## src/rtl/pcg_pkg.sv

```systemverilog
// ==========================================================================
// Peripheral clock gating: shared constants and types
// ==========================================================================
package pcg_pkg;

    // ======================================================================
    // Bus geometry
    // ======================================================================
    localparam int ADDR_W = 12;                     // Byte address width
    localparam int DATA_W = 32;                     // Register data width

    // ======================================================================
    // Register byte offsets
    // ======================================================================
    localparam logic [ADDR_W-1:0] OFF_RUN0   = 12'h100; // run_gate_set_zero
    localparam logic [ADDR_W-1:0] OFF_RUN1   = 12'h104; // run_gate_set_one
    localparam logic [ADDR_W-1:0] OFF_SLEEP0 = 12'h110; // sleep_gate_set_zero
    localparam logic [ADDR_W-1:0] OFF_SLEEP1 = 12'h114; // sleep_gate_set_one
    localparam logic [ADDR_W-1:0] OFF_DEEP0  = 12'h120; // deep_sleep_gate_set_zero
    localparam logic [ADDR_W-1:0] OFF_CFG    = 12'h060; // run_clock_config
    localparam logic [ADDR_W-1:0] OFF_STAT   = 12'h130; // Gating status, read only

    // ======================================================================
    // Writable field masks and reset values
    // ======================================================================
    localparam logic [DATA_W-1:0] MASK_SET0 = 32'h0100_0048; // Bits 24, 6, 3
    localparam logic [DATA_W-1:0] MASK_SET1 = 32'h030f_5037; // Timers, serial, comparators
    localparam logic [DATA_W-1:0] MASK_CFG  = 32'h0800_0000; // Auto gating select only
    localparam int                ACG_BIT   = 27;            // auto_gating_select position
    localparam logic [DATA_W-1:0] RST_GATE  = 32'h0000_0000; // All units unclocked
    localparam logic [DATA_W-1:0] RST_CFG   = 32'h0000_0000; // Auto gating off
    localparam int                STAT_MODE_LSB = 0;         // Status bits 1:0 hold mode

    // ======================================================================
    // Register index and power mode
    // ======================================================================
    typedef enum logic [2:0] {
        REG_RUN0, REG_SLEEP0, REG_DEEP0, REG_RUN1, REG_SLEEP1, REG_CFG, REG_STAT, REG_NONE
    } pcg_reg_e;
    localparam int NUM_RW = 6;                      // Stored registers

    typedef enum logic [1:0] {
        MODE_RUN, MODE_SLEEP, MODE_DEEP
    } pcg_mode_e;

    localparam logic [DATA_W-1:0] REG_MASK [NUM_RW] = '{
        MASK_SET0, MASK_SET0, MASK_SET0, MASK_SET1, MASK_SET1, MASK_CFG
    };
    localparam logic [DATA_W-1:0] REG_RST [NUM_RW] = '{
        RST_GATE, RST_GATE, RST_GATE, RST_GATE, RST_GATE, RST_CFG
    };

    // ======================================================================
    // Gated units: index, bit position, and which register set holds it
    // ======================================================================
    localparam int NUM_UNITS = 16;
    localparam int UNIT_ID_W = 4;
    // 0 can, 1 hib, 2 wdt, 3-6 timers a-d, 7-8 two-wire a-b,
    // 9-10 sync serial a-b, 11-13 async serial a-c, 14-15 comparators a-b
    localparam int UNIT_BIT [NUM_UNITS] = '{
        24, 6, 3, 16, 17, 18, 19, 12, 14, 4, 5, 0, 1, 2, 24, 25
    };
    localparam bit UNIT_IN_SET1 [NUM_UNITS] = '{
        1'b0, 1'b0, 1'b0, 1'b1, 1'b1, 1'b1, 1'b1, 1'b1,
        1'b1, 1'b1, 1'b1, 1'b1, 1'b1, 1'b1, 1'b1, 1'b1
    };

endpackage

```

## src/rtl/pcg_reg_if.sv

```systemverilog
`timescale 1ns/10ps
// ==========================================================================
// Carrier between bus front end and register store
// ==========================================================================
interface pcg_reg_if;
    logic                           wr;             // Write strobe
    logic                           rd;             // Read strobe
    pcg_pkg::pcg_reg_e              idx;            // Decoded register
    logic [pcg_pkg::DATA_W-1:0]     wdata;          // Write data
    logic [pcg_pkg::DATA_W-1:0]     status;         // Live status word
    logic [pcg_pkg::DATA_W-1:0]     rdata;          // Registered read data
    logic [pcg_pkg::DATA_W-1:0]     regs [pcg_pkg::NUM_RW]; // Stored values

    modport store (input wr, rd, idx, wdata, status, output rdata, regs);
    modport ctl   (output wr, rd, idx, wdata, status, input rdata, regs);
endinterface

```

## src/rtl/pcg_regfile.sv

```systemverilog
`timescale 1ns/10ps
// ==========================================================================
// Gating register store with registered read port
// ==========================================================================
module pcg_regfile (
    input  wire logic  sys_clk,                     // System clock
    input  wire logic  srst,                        // Sync reset, high
    input  wire logic  clk_en,                      // Freezes all state when low
    pcg_reg_if.store   rf                           // Bus side carrier
);

    // ======================================================================
    // Stored registers
    // ======================================================================
    logic [pcg_pkg::DATA_W-1:0] regs_ff     [pcg_pkg::NUM_RW]; // Current values
    logic [pcg_pkg::DATA_W-1:0] nxt_regs    [pcg_pkg::NUM_RW]; // Next values
    logic [pcg_pkg::DATA_W-1:0] rdata_ff;                      // Read data
    logic [pcg_pkg::DATA_W-1:0] nxt_rdata;                     // Next read data

    genvar g;
    generate
        for (g = 0; g < pcg_pkg::NUM_RW; g++) begin : g_reg
            // Reserved positions are masked on write so they never store
            always_comb begin
                nxt_regs[g] = regs_ff[g];
                if (rf.wr && (rf.idx == pcg_pkg::pcg_reg_e'(g))) begin
                    nxt_regs[g] = rf.wdata & pcg_pkg::REG_MASK[g];
                end
            end

            // Reset clears every gating bit so all units start unclocked
            always_ff @(posedge sys_clk) begin
                if (srst) begin
                    regs_ff[g] <= pcg_pkg::REG_RST[g];
                end else if (clk_en) begin
                    regs_ff[g] <= nxt_regs[g];
                end
            end
            assign rf.regs[g] = regs_ff[g];
        end
    endgenerate

    // ======================================================================
    // Read port: data stand only in the cycle after the strobe
    // ======================================================================
    always_comb begin
        nxt_rdata = '0;
        if (rf.rd) begin
            if (rf.idx == pcg_pkg::REG_STAT) begin
                nxt_rdata = rf.status;
            end else if (rf.idx < pcg_pkg::REG_STAT) begin
                nxt_rdata = regs_ff[rf.idx];         // Reserved bits already zero
            end
        end
    end

    // Read data register; unmapped reads return zero
    always_ff @(posedge sys_clk) begin
        if (srst) begin
            rdata_ff <= '0;
        end else if (clk_en) begin
            rdata_ff <= nxt_rdata;
        end
    end
    assign rf.rdata = rdata_ff;

    // ======================================================================
    // Checks
    // ======================================================================
    property p_rsv_zero;
        @(posedge sys_clk) disable iff (srst)
        (clk_en && rf.rd && (rf.idx == pcg_pkg::REG_RUN1))
            |=> ((rf.rdata & ~pcg_pkg::MASK_SET1) == '0);
    endproperty
    a_rsv_zero: assert property (p_rsv_zero) else $error("Reserved bit read as one");

    property p_wr_store;
        @(posedge sys_clk) disable iff (srst)
        (clk_en && rf.wr && (rf.idx == pcg_pkg::REG_SLEEP1))
            |=> (regs_ff[4] == ($past(rf.wdata) & pcg_pkg::MASK_SET1));
    endproperty
    a_wr_store: assert property (p_wr_store) else $error("Gating write not stored");

endmodule

```

## src/rtl/pcg_clock_gating.sv

```systemverilog
`timescale 1ns/10ps
// Functional notes
// - Set bit clocks unit, clear bit stops it
// - Access to unclocked unit raises bus fault
// - All gating bits clear on reset
// - Run, sleep, deep copies follow processor state
// - Sleep copies apply only with auto gating
// - Set one bits 16-19 gate timers
// - Set one bits 12, 14 gate two-wire units
// - Set one bits 4, 5 gate sync serial
// - Set one bits 0-2 gate async serial
module pcg_clock_gating (
    input  wire logic                           sys_clk,        // System clock, 250 MHz
    input  wire logic                           srst,           // Sync reset, high
    input  wire logic                           clk_en,         // Freezes all state when low
    input  wire logic [pcg_pkg::ADDR_W-1:0]     reg_addr,       // Register byte address
    input  wire logic [pcg_pkg::DATA_W-1:0]     reg_wdata,      // Register write data
    input  wire logic                           reg_wr,         // Write strobe
    input  wire logic                           reg_rd,         // Read strobe
    output logic      [pcg_pkg::DATA_W-1:0]     reg_rdata,      // Read data, cycle after strobe
    input  wire logic                           cpu_sleep,      // Processor in sleep
    input  wire logic                           cpu_deep_sleep, // Processor in deep sleep
    input  wire logic                           periph_acc,     // Bus access to a unit
    input  wire logic [pcg_pkg::UNIT_ID_W-1:0]  periph_id,      // Unit addressed
    output logic      [pcg_pkg::NUM_UNITS-1:0]  unit_clk_en,    // Per-unit clock enables
    output logic                                bus_fault       // Fault answer, one cycle
);

    // ======================================================================
    // Address decode
    // ======================================================================
    // Maps a byte address to a register; anything else is unmapped
    function automatic pcg_pkg::pcg_reg_e reg_index(input logic [pcg_pkg::ADDR_W-1:0] a);
        case (a)
            pcg_pkg::OFF_RUN0:   reg_index = pcg_pkg::REG_RUN0;
            pcg_pkg::OFF_SLEEP0: reg_index = pcg_pkg::REG_SLEEP0;
            pcg_pkg::OFF_DEEP0:  reg_index = pcg_pkg::REG_DEEP0;
            pcg_pkg::OFF_RUN1:   reg_index = pcg_pkg::REG_RUN1;
            pcg_pkg::OFF_SLEEP1: reg_index = pcg_pkg::REG_SLEEP1;
            pcg_pkg::OFF_CFG:    reg_index = pcg_pkg::REG_CFG;
            pcg_pkg::OFF_STAT:   reg_index = pcg_pkg::REG_STAT;
            default:             reg_index = pcg_pkg::REG_NONE;
        endcase
    endfunction

    // Picks one unit's enable bit from the selected set-zero or set-one word
    function automatic logic unit_bit(input logic [pcg_pkg::DATA_W-1:0] s0,
                                      input logic [pcg_pkg::DATA_W-1:0] s1,
                                      input int                         u);
        unit_bit = pcg_pkg::UNIT_IN_SET1[u] ? s1[pcg_pkg::UNIT_BIT[u]] : s0[pcg_pkg::UNIT_BIT[u]];
    endfunction

    // ======================================================================
    // Register store
    // ======================================================================
    pcg_reg_if rf ();                               // Carrier to store

    pcg_pkg::pcg_mode_e             mode_ff;        // Applied power mode
    pcg_pkg::pcg_mode_e             nxt_mode;       // Next power mode
    logic [pcg_pkg::NUM_UNITS-1:0]  gate_ff;        // Registered unit enables
    logic [pcg_pkg::NUM_UNITS-1:0]  nxt_gate;       // Next unit enables
    logic                           fault_ff;       // Registered fault answer
    logic                           nxt_fault;      // Next fault answer
    logic [pcg_pkg::DATA_W-1:0]     sel0;           // Set-zero copy in force
    logic [pcg_pkg::DATA_W-1:0]     sel1;           // Set-one copy in force
    logic                           auto_gating_select;            // Auto gating select

    // Strobes are forwarded untouched; the store adds the read register stage
    assign rf.wr    = reg_wr;
    assign rf.rd    = reg_rd;
    assign rf.idx   = reg_index(reg_addr);
    assign rf.wdata = reg_wdata;
    assign rf.status = {{(pcg_pkg::DATA_W-2){1'b0}}, mode_ff} << pcg_pkg::STAT_MODE_LSB;
    assign reg_rdata = rf.rdata;

    pcg_regfile u_store (
        .sys_clk (sys_clk),
        .srst    (srst),
        .clk_en  (clk_en),
        .rf      (rf.store)
    );

    assign auto_gating_select = rf.regs[pcg_pkg::REG_CFG][pcg_pkg::ACG_BIT];

    // ======================================================================
    // Power mode tracking
    // ======================================================================
    // Without auto gating the run copy governs whatever the processor does
    always_comb begin
        nxt_mode = pcg_pkg::MODE_RUN;
        if (auto_gating_select) begin
            if (cpu_deep_sleep) begin
                nxt_mode = pcg_pkg::MODE_DEEP;
            end else if (cpu_sleep) begin
                nxt_mode = pcg_pkg::MODE_SLEEP;
            end
        end
    end

    // Mode register
    always_ff @(posedge sys_clk) begin
        if (srst) begin
            mode_ff <= pcg_pkg::MODE_RUN;
        end else if (clk_en) begin
            mode_ff <= nxt_mode;
        end
    end

    // ======================================================================
    // Copy selection and per-unit enables
    // ======================================================================
    // Deep sleep has no set-one copy here, so the sleep set-one copy stands in
    always_comb begin
        case (mode_ff)
            pcg_pkg::MODE_RUN: begin
                sel0 = rf.regs[pcg_pkg::REG_RUN0];
                sel1 = rf.regs[pcg_pkg::REG_RUN1];
            end
            pcg_pkg::MODE_SLEEP: begin
                sel0 = rf.regs[pcg_pkg::REG_SLEEP0];
                sel1 = rf.regs[pcg_pkg::REG_SLEEP1];
            end
            pcg_pkg::MODE_DEEP: begin
                sel0 = rf.regs[pcg_pkg::REG_DEEP0];
                sel1 = rf.regs[pcg_pkg::REG_SLEEP1];
            end
            default: begin                           // Unused code: fall back to run
                sel0 = rf.regs[pcg_pkg::REG_RUN0];
                sel1 = rf.regs[pcg_pkg::REG_RUN1];
            end
        endcase
    end

    // One enable per unit, taken from its documented bit position
    genvar u;
    generate
        for (u = 0; u < pcg_pkg::NUM_UNITS; u++) begin : g_unit
            assign nxt_gate[u] = unit_bit(sel0, sel1, u);
        end
    endgenerate

    // ======================================================================
    // Bus fault for accesses to unclocked units
    // ======================================================================
    // Judged against the enable the unit really has this cycle
    always_comb begin
        nxt_fault = periph_acc && !gate_ff[periph_id];
    end

    // Enable and fault registers; reset leaves every unit unclocked
    always_ff @(posedge sys_clk) begin
        if (srst) begin
            gate_ff  <= '0;
            fault_ff <= 1'b0;
        end else if (clk_en) begin
            gate_ff  <= nxt_gate;
            fault_ff <= nxt_fault;
        end
    end

    assign unit_clk_en = gate_ff;
    assign bus_fault   = fault_ff;

    // ======================================================================
    // Checks
    // ======================================================================
    property p_reset_clear;
        @(posedge sys_clk)
        srst |=> (unit_clk_en == '0) && (mode_ff == pcg_pkg::MODE_RUN);
    endproperty
    a_reset_clear: assert property (p_reset_clear) else $error("Enables not clear after reset");

    property p_auto_off;
        @(posedge sys_clk) disable iff (srst)
        (clk_en && !auto_gating_select) |=> (mode_ff == pcg_pkg::MODE_RUN);
    endproperty
    a_auto_off: assert property (p_auto_off) else $error("Sleep copy used without auto gating");

    property p_deep_sel;
        @(posedge sys_clk) disable iff (srst)
        (clk_en && auto_gating_select && cpu_deep_sleep) |=> (mode_ff == pcg_pkg::MODE_DEEP);
    endproperty
    a_deep_sel: assert property (p_deep_sel) else $error("Deep sleep copy not selected");

    property p_timer_run;
        @(posedge sys_clk) disable iff (srst)
        (clk_en && mode_ff == pcg_pkg::MODE_RUN)
            |=> (unit_clk_en[6:3] == $past(rf.regs[pcg_pkg::REG_RUN1][19:16]));
    endproperty
    a_timer_run: assert property (p_timer_run) else $error("Timer enable mismatch");

    property p_twowire_sleep;
        @(posedge sys_clk) disable iff (srst)
        (clk_en && mode_ff == pcg_pkg::MODE_SLEEP)
            |=> (unit_clk_en[8:7] == {$past(rf.regs[pcg_pkg::REG_SLEEP1][14]),
                                      $past(rf.regs[pcg_pkg::REG_SLEEP1][12])});
    endproperty
    a_twowire_sleep: assert property (p_twowire_sleep) else $error("Two-wire enable mismatch");

    property p_sync_serial;
        @(posedge sys_clk) disable iff (srst)
        (clk_en && mode_ff == pcg_pkg::MODE_RUN)
            |=> (unit_clk_en[10:9] == $past(rf.regs[pcg_pkg::REG_RUN1][5:4]));
    endproperty
    a_sync_serial: assert property (p_sync_serial) else $error("Sync serial enable mismatch");

    property p_async_serial;
        @(posedge sys_clk) disable iff (srst)
        (clk_en && mode_ff == pcg_pkg::MODE_RUN)
            |=> (unit_clk_en[13:11] == $past(rf.regs[pcg_pkg::REG_RUN1][2:0]));
    endproperty
    a_async_serial: assert property (p_async_serial) else $error("Async serial enable mismatch");

    property p_set0_deep;
        @(posedge sys_clk) disable iff (srst)
        (clk_en && mode_ff == pcg_pkg::MODE_DEEP)
            |=> (unit_clk_en[2:0] == {$past(rf.regs[pcg_pkg::REG_DEEP0][3]),
                                      $past(rf.regs[pcg_pkg::REG_DEEP0][6]),
                                      $past(rf.regs[pcg_pkg::REG_DEEP0][24])});
    endproperty
    a_set0_deep: assert property (p_set0_deep) else $error("Set zero enable mismatch");

    property p_fault;
        @(posedge sys_clk) disable iff (srst)
        (clk_en && periph_acc && !unit_clk_en[periph_id]) |=> bus_fault;
    endproperty
    a_fault: assert property (p_fault) else $error("Missing bus fault");

    property p_no_fault;
        @(posedge sys_clk) disable iff (srst)
        (clk_en && !(periph_acc && !unit_clk_en[periph_id])) |=> !bus_fault;
    endproperty
    a_no_fault: assert property (p_no_fault) else $error("Fault on clocked unit");

    c_fault: cover property (@(posedge sys_clk) disable iff (srst) bus_fault);
    c_sleep: cover property (@(posedge sys_clk) disable iff (srst) mode_ff == pcg_pkg::MODE_SLEEP);
    c_deep:  cover property (@(posedge sys_clk) disable iff (srst)
                             mode_ff == pcg_pkg::MODE_DEEP && unit_clk_en != '0);

endmodule

```

## config.mk

```make
export PLATFORM = sky130hd
export DESIGN_NAME = pcg_clock_gating
export DESIGN_NICKNAME = d
export VERILOG_FILES = /design/src/rtl/pcg_pkg.sv /design/src/rtl/pcg_reg_if.sv /design/src/rtl/pcg_regfile.sv /design/src/rtl/pcg_clock_gating.sv
export SDC_FILE = /design/constraint.sdc
export NUM_CORES = 1
export LEC_CHECK = 0
export BUFFER_PORTS_ARGS = -buffer_cell sky130_fd_sc_hd__buf_2
export CORE_MARGIN = 1.5
export CORE_UTILIZATION = 55
export DETAILED_ROUTE_END_ITERATION = 6
export GPL_TIMING_DRIVEN = 0
export PLACE_DENSITY = 0.89
export SYNTH_ARGS = -nofsm -noshare
export SYNTH_HDL_FRONTEND = slang
export SYNTH_SLANG_ARGS = --single-unit
```

## constraint.sdc

```tcl
create_clock -name sys_clk -period 4.45 [get_ports sys_clk]
set_input_delay 0.445 -clock sys_clk [delete_from_list [all_inputs] [get_ports sys_clk]]
set_output_delay 0.445 -clock sys_clk [all_outputs]
set_load 0.02 [all_outputs]
```

# After elaboration in Yosys (flattened, before gate mapping)
# Memory sizes are Yosys's and may differ from the RTL's.
# Cells that the tools add are included.
dict set report classes {
  reduce_logical 10
  n_mux 28
  n_lt_le_gt_ge 2
  n_bitwise 6
  eq_ne 15
}
# cell n
set op_table {}
lappend op_table {{$mux W32} 15}
lappend op_table {{$eq A12 B9 Y1 const B} 6}
lappend op_table {{$pmux W25 S2} 1}
lappend op_table {{$mux W26} 1}
lappend op_table {{$pmux W3 S7} 1}
lappend op_table {{$eq A12 B7 Y1 const B} 1}
lappend op_table {{$eq A3 B3 Y1 const B} 3}
lappend op_table {{$logic_and A1 B1 Y1} 7}
lappend op_table {{$mux W1} 7}
lappend op_table {{$eq A3 B2 Y1 const B} 2}
lappend op_table {{$or A1 B1 Y1} 6}
lappend op_table {{$lt A4 B5 Y1 const B} 1}
lappend op_table {{$bmux W1 S4} 1}
lappend op_table {{$mux W2} 2}
lappend op_table {{$eq A3 B1 Y1 const B} 1}
lappend op_table {{$logic_not A3 Y1} 1}
lappend op_table {{$lt A3 B3 Y1 const B} 1}
lappend op_table {{$eq A2 B1 Y1 const B} 1}
lappend op_table {{$eq A2 B2 Y1 const B} 1}
lappend op_table {{$reduce_or A2 Y1} 1}
lappend op_table {{$logic_not A1 Y1} 1}
dict set report totals {
  ff_bits 51
  elab_cells 66
  mem_bits_rw 192
  in_bits 56
  output_inout_bits 49
  memories 1
}
# name words word_bits rd rd_ports_with_merged_regs write_ports line_no
set memory_table {}
lappend memory_table {u_store.regs_ff 6 32 7 0 6 pcg_regfile.sv:15} ;# logic [pcg_pkg::DATA_W-1:0] regs_ff [pcg_pkg::NUM_RW];

# Logic depth before layout (Yosys ltp)
dict set report logic_depth {
  depth_word 6
  mapped_depth 7
  ltp_nobuf 6
}

# Cells and area by module
# Synthesis repeated with hierarchy kept, for this count alone.
dict set report unflattened {
  cells_unflattened 521
  area_unflattened_um2 5092.4
}
# module n_inst cells_each area_per_inst_um2 seq_area_each_um2
set modules_own_cells {}
lappend modules_own_cells {pcg_regfile 1 394 3957.5 1721.7}
lappend modules_own_cells {pcg_clock_gating 1 127 1134.8 380.4}

# Least setup slack after synthesis
# Ideal clock, no wire load.
dict set report synth_timing {
  kind {in2reg}
  from {input port reg_addr[7] in the netlist's numbering}
  to {memory u_store.regs_ff[3][0] in the netlist's numbering (enable)}
  setup_time_ps 352
  path_stages 4
  t_required_ps 4098
  path_buffers 1
  arrival_time_ps 2072
  slack_ps 2026
  path_cell_list {or4_4 nor4_1 buf_2 a21o_1}
}
# element line_no
set synth_rtl {}
lappend synth_rtl {{from (decl)} pcg_clock_gating.sv:16} ;# input wire logic [pcg_pkg::ADDR_W-1:0] reg_addr,
lappend synth_rtl {{to (decl)} pcg_regfile.sv:15}

==> impl_metrics.json <==
{
  "path_cells": "buf_2 > or4_4 > nor4_1 > buf_2 > a21o_1",
  "p_total_mw": 1.51,
  "max-vdd-ir-drop_uv": 271,
  "yosysMostFrequentCell": "edfxtp_1",
  "finalHoldViolations": 0,
  "fin_cells": 475,
  "post_cts_resized": 0,
  "drc": 0,
  "vias": 2702,
  "slowest_stage": "nor4_1",
  "grt_pass1_vias": 2510,
  "cts_max_path_buffers": 2,
  "wl_met1_mm": 3.38,
  "async_flop_share_pct": 0,
  "fmax_ghz": 0.365,
  "cpPeakStageDelay_ns": 0.73,
  "p_per_area_mw_per_mm2": 372,
  "place_congestion": 0.971,
  "postLayoutCoreUtil_pct": 68.9,
  "ant_nets": 0,
  "rows": 28,
  "post_cts_buffers": 0,
  "dpl-instance-area_sq_mm": 0.00382,
  "synth_common_cells": "36 x edfxtp_1, 35 x dfxtp_1, 31 x nor2_1",
  "core_sq_mm": 0.00589,
  "die_y_um": 80.7,
  "holdWs_ns": 0.366,
  "period_share_pct": 61.5,
  "dr_wl_met2_mm": 3.85,
  "rsz0062_at_grt": "false",
  "n_antenna_cell": 0,
  "antenna_found_initial": 0,
  "met3_length_um": 611,
  "synthToLayoutAreaGrowth_pct": 22.0,
  "synth_area_leaders": "edfxtp_1 33%, dfxtp_1 21%, mux2i_1 4.5%",
  "fin_tns_setup_ns": 0,
  "setup_viol": 0,
  "drive_gt1_share_pct": 29.3,
  "maxCapViolCount": 0,
  "maxUsedRoutingLayer": "met4",
  "tightest_slew_ns": 0.802,
  "place_inst": 459,
  "cts_inserted_buffers": 9,
  "fin_nets": 453,
  "pin_count": 105,
  "synth_area_sq_mm": 0.00332,
  "firstDrtPassIters": 5,
  "netlist_instances": 299,
  "fp.dieW_um": 80.7,
  "holdCritPathClass": "input port to register",
  "fin_skew_ns": 0.00726,
  "drv_slew": 0,
  "synth_top_area_cell": "edfxtp_1",
  "synthFlopType": "edfxtp_1",
  "yosysSeqAreaShare_pct": 53.6,
  "critPathMaxFanout": 13,
  "grt_use_total_pct": 25.9,
  "cp_data_required_time_ns": 4.44,
  "relSlewSlack_pct": 46.0,
  "status": "finished clean",
  "synth_seq_cells": 71,
  "cp-start-kind": "input port",
  "cpMostUsedCell": "buf_2",
  "synth_top_area_share_pct": 32.5,
  "drt-total-wl_mm": 8.05,
  "cts-htree-levels": 3,
  "worst_slack_ns": 1.71,
  "fin_crit_ns": 2.74,
  "power_leakage_nw": 1.72,
  "drt_iter0_drc": 168,
  "clkLatencyLatePin_ns": 0.35,
  "synth-edff-count": 36,
  "arrival_ns": 2.72,
  "wl_per_cell_um": 17.0,
  "yosysWarnings": 0,
  "end_kind": "register",
  "dpl.hpwl_mm": 5.90,
  "grt-ovfl-total": 0,
  "grt_max_degree": 15,
  "clk_pin_slew_worst_paths_ns": 0.08,
  "synth_area_per_cell_sq_um": 11.1,
  "cts.sinks": 71,
  "grt_pass1_wl_mm": 12.2,
  "start_util_pct": 56.5,
  "fillers": 467,
  "place.port_buffers": 70,
  "ctsHoldBuffers": 0,
  "synth_cell_types": 48,
  "critPathKind": "input port to register",
  "cts_tree": "yes",
  "post-place-ws_ns": 1.42,
  "vias_per_cell": 5.69,
  "post-route-cell-area_sq_mm": 0.00405,
  "die_area_sq_mm": 0.00652,
  "cts_root_buf": "clkbuf_8"
}
registers in the layout, summed over array words and instances (netlist names):
signal	flops
u_store.rf.rdata	16
unit_clk_en	16
bus_fault	1
mode_ff	2
u_store.regs_ff	36
where the power goes:
part | switching, mW | internal [mW]
sequential | 0.0250 | 0.726
clock | 0.262 | 0.323
combinational | 0.103 | 0.0693
cell usage in the layout, fill, tap and decap left out, drive strengths merged, types with 3 or more instances in the layout:
master,n
buf,90
edfxtp,36
dfxtp,35
nor2,31
clkbuf,23
and2,19
conb,16
mux2i,15
a22oi,14
a2bb2oi,13
a211oi,13
a21oi,12
nand2,11
inv,7
nor2b,5
a41o,4
nor3,4
mux4,4
a221oi,4
o21ai,3
nor4,3
nand3,3
clkinv,3
final timing paths:
check	start	to	slack [ns]	cells past startpoint
max	reg_addr[7]	u_store.regs_ff[3][16]	1.71	5
min	cpu_sleep	mode_ff[0]	0.37	3
max reg2reg	mode_ff[0]	unit_clk_en[15]	2.08	6
min reg2reg	u_store.rf.rdata[0]	u_store.rf.rdata[0]	0.46	2
metal layers:
metal,GRT usage [%],vias to the layer above
met1,32.9,1276
met4,14.7,0
met2,41.7,128
li1,-,1281
met5,0,-
met3,5.17,17
cell families after synthesis:
family | count (synthesis) | share of synthesized area [%]
compound gates | 72 | 16.6
other cells | 1 | 0.113
fa+ha+maj | 2 | 0.753
flops | 71 | 53.6
simple gates | 91 | 14.4
xor+xnor | 2 | 0.527
mux | 20 | 7.57
buf+inv | 40 | 6.40
cell type report:
class	count	area, sq um	area share (%)
sequential	71	1780	44.0
buffer	34	190	4.69
timing repair buffer	70	350	8.64
tap	75	93.8	2.32
inverter	6	22.5	0.556
clock buffer	9	124	3.06
multi-input combinational	203	1390	34.2
clock inverter	7	105	2.59
worst max-delay path: cells and delay by family:
kind,cells,cell delay (ns)
AOI/OAI and AO/OA,1,0.53
buffers and inverters,2,0.47
and+or+nand+nor,2,1.27
No activity file was read; power rests on OpenSTA's default activity.
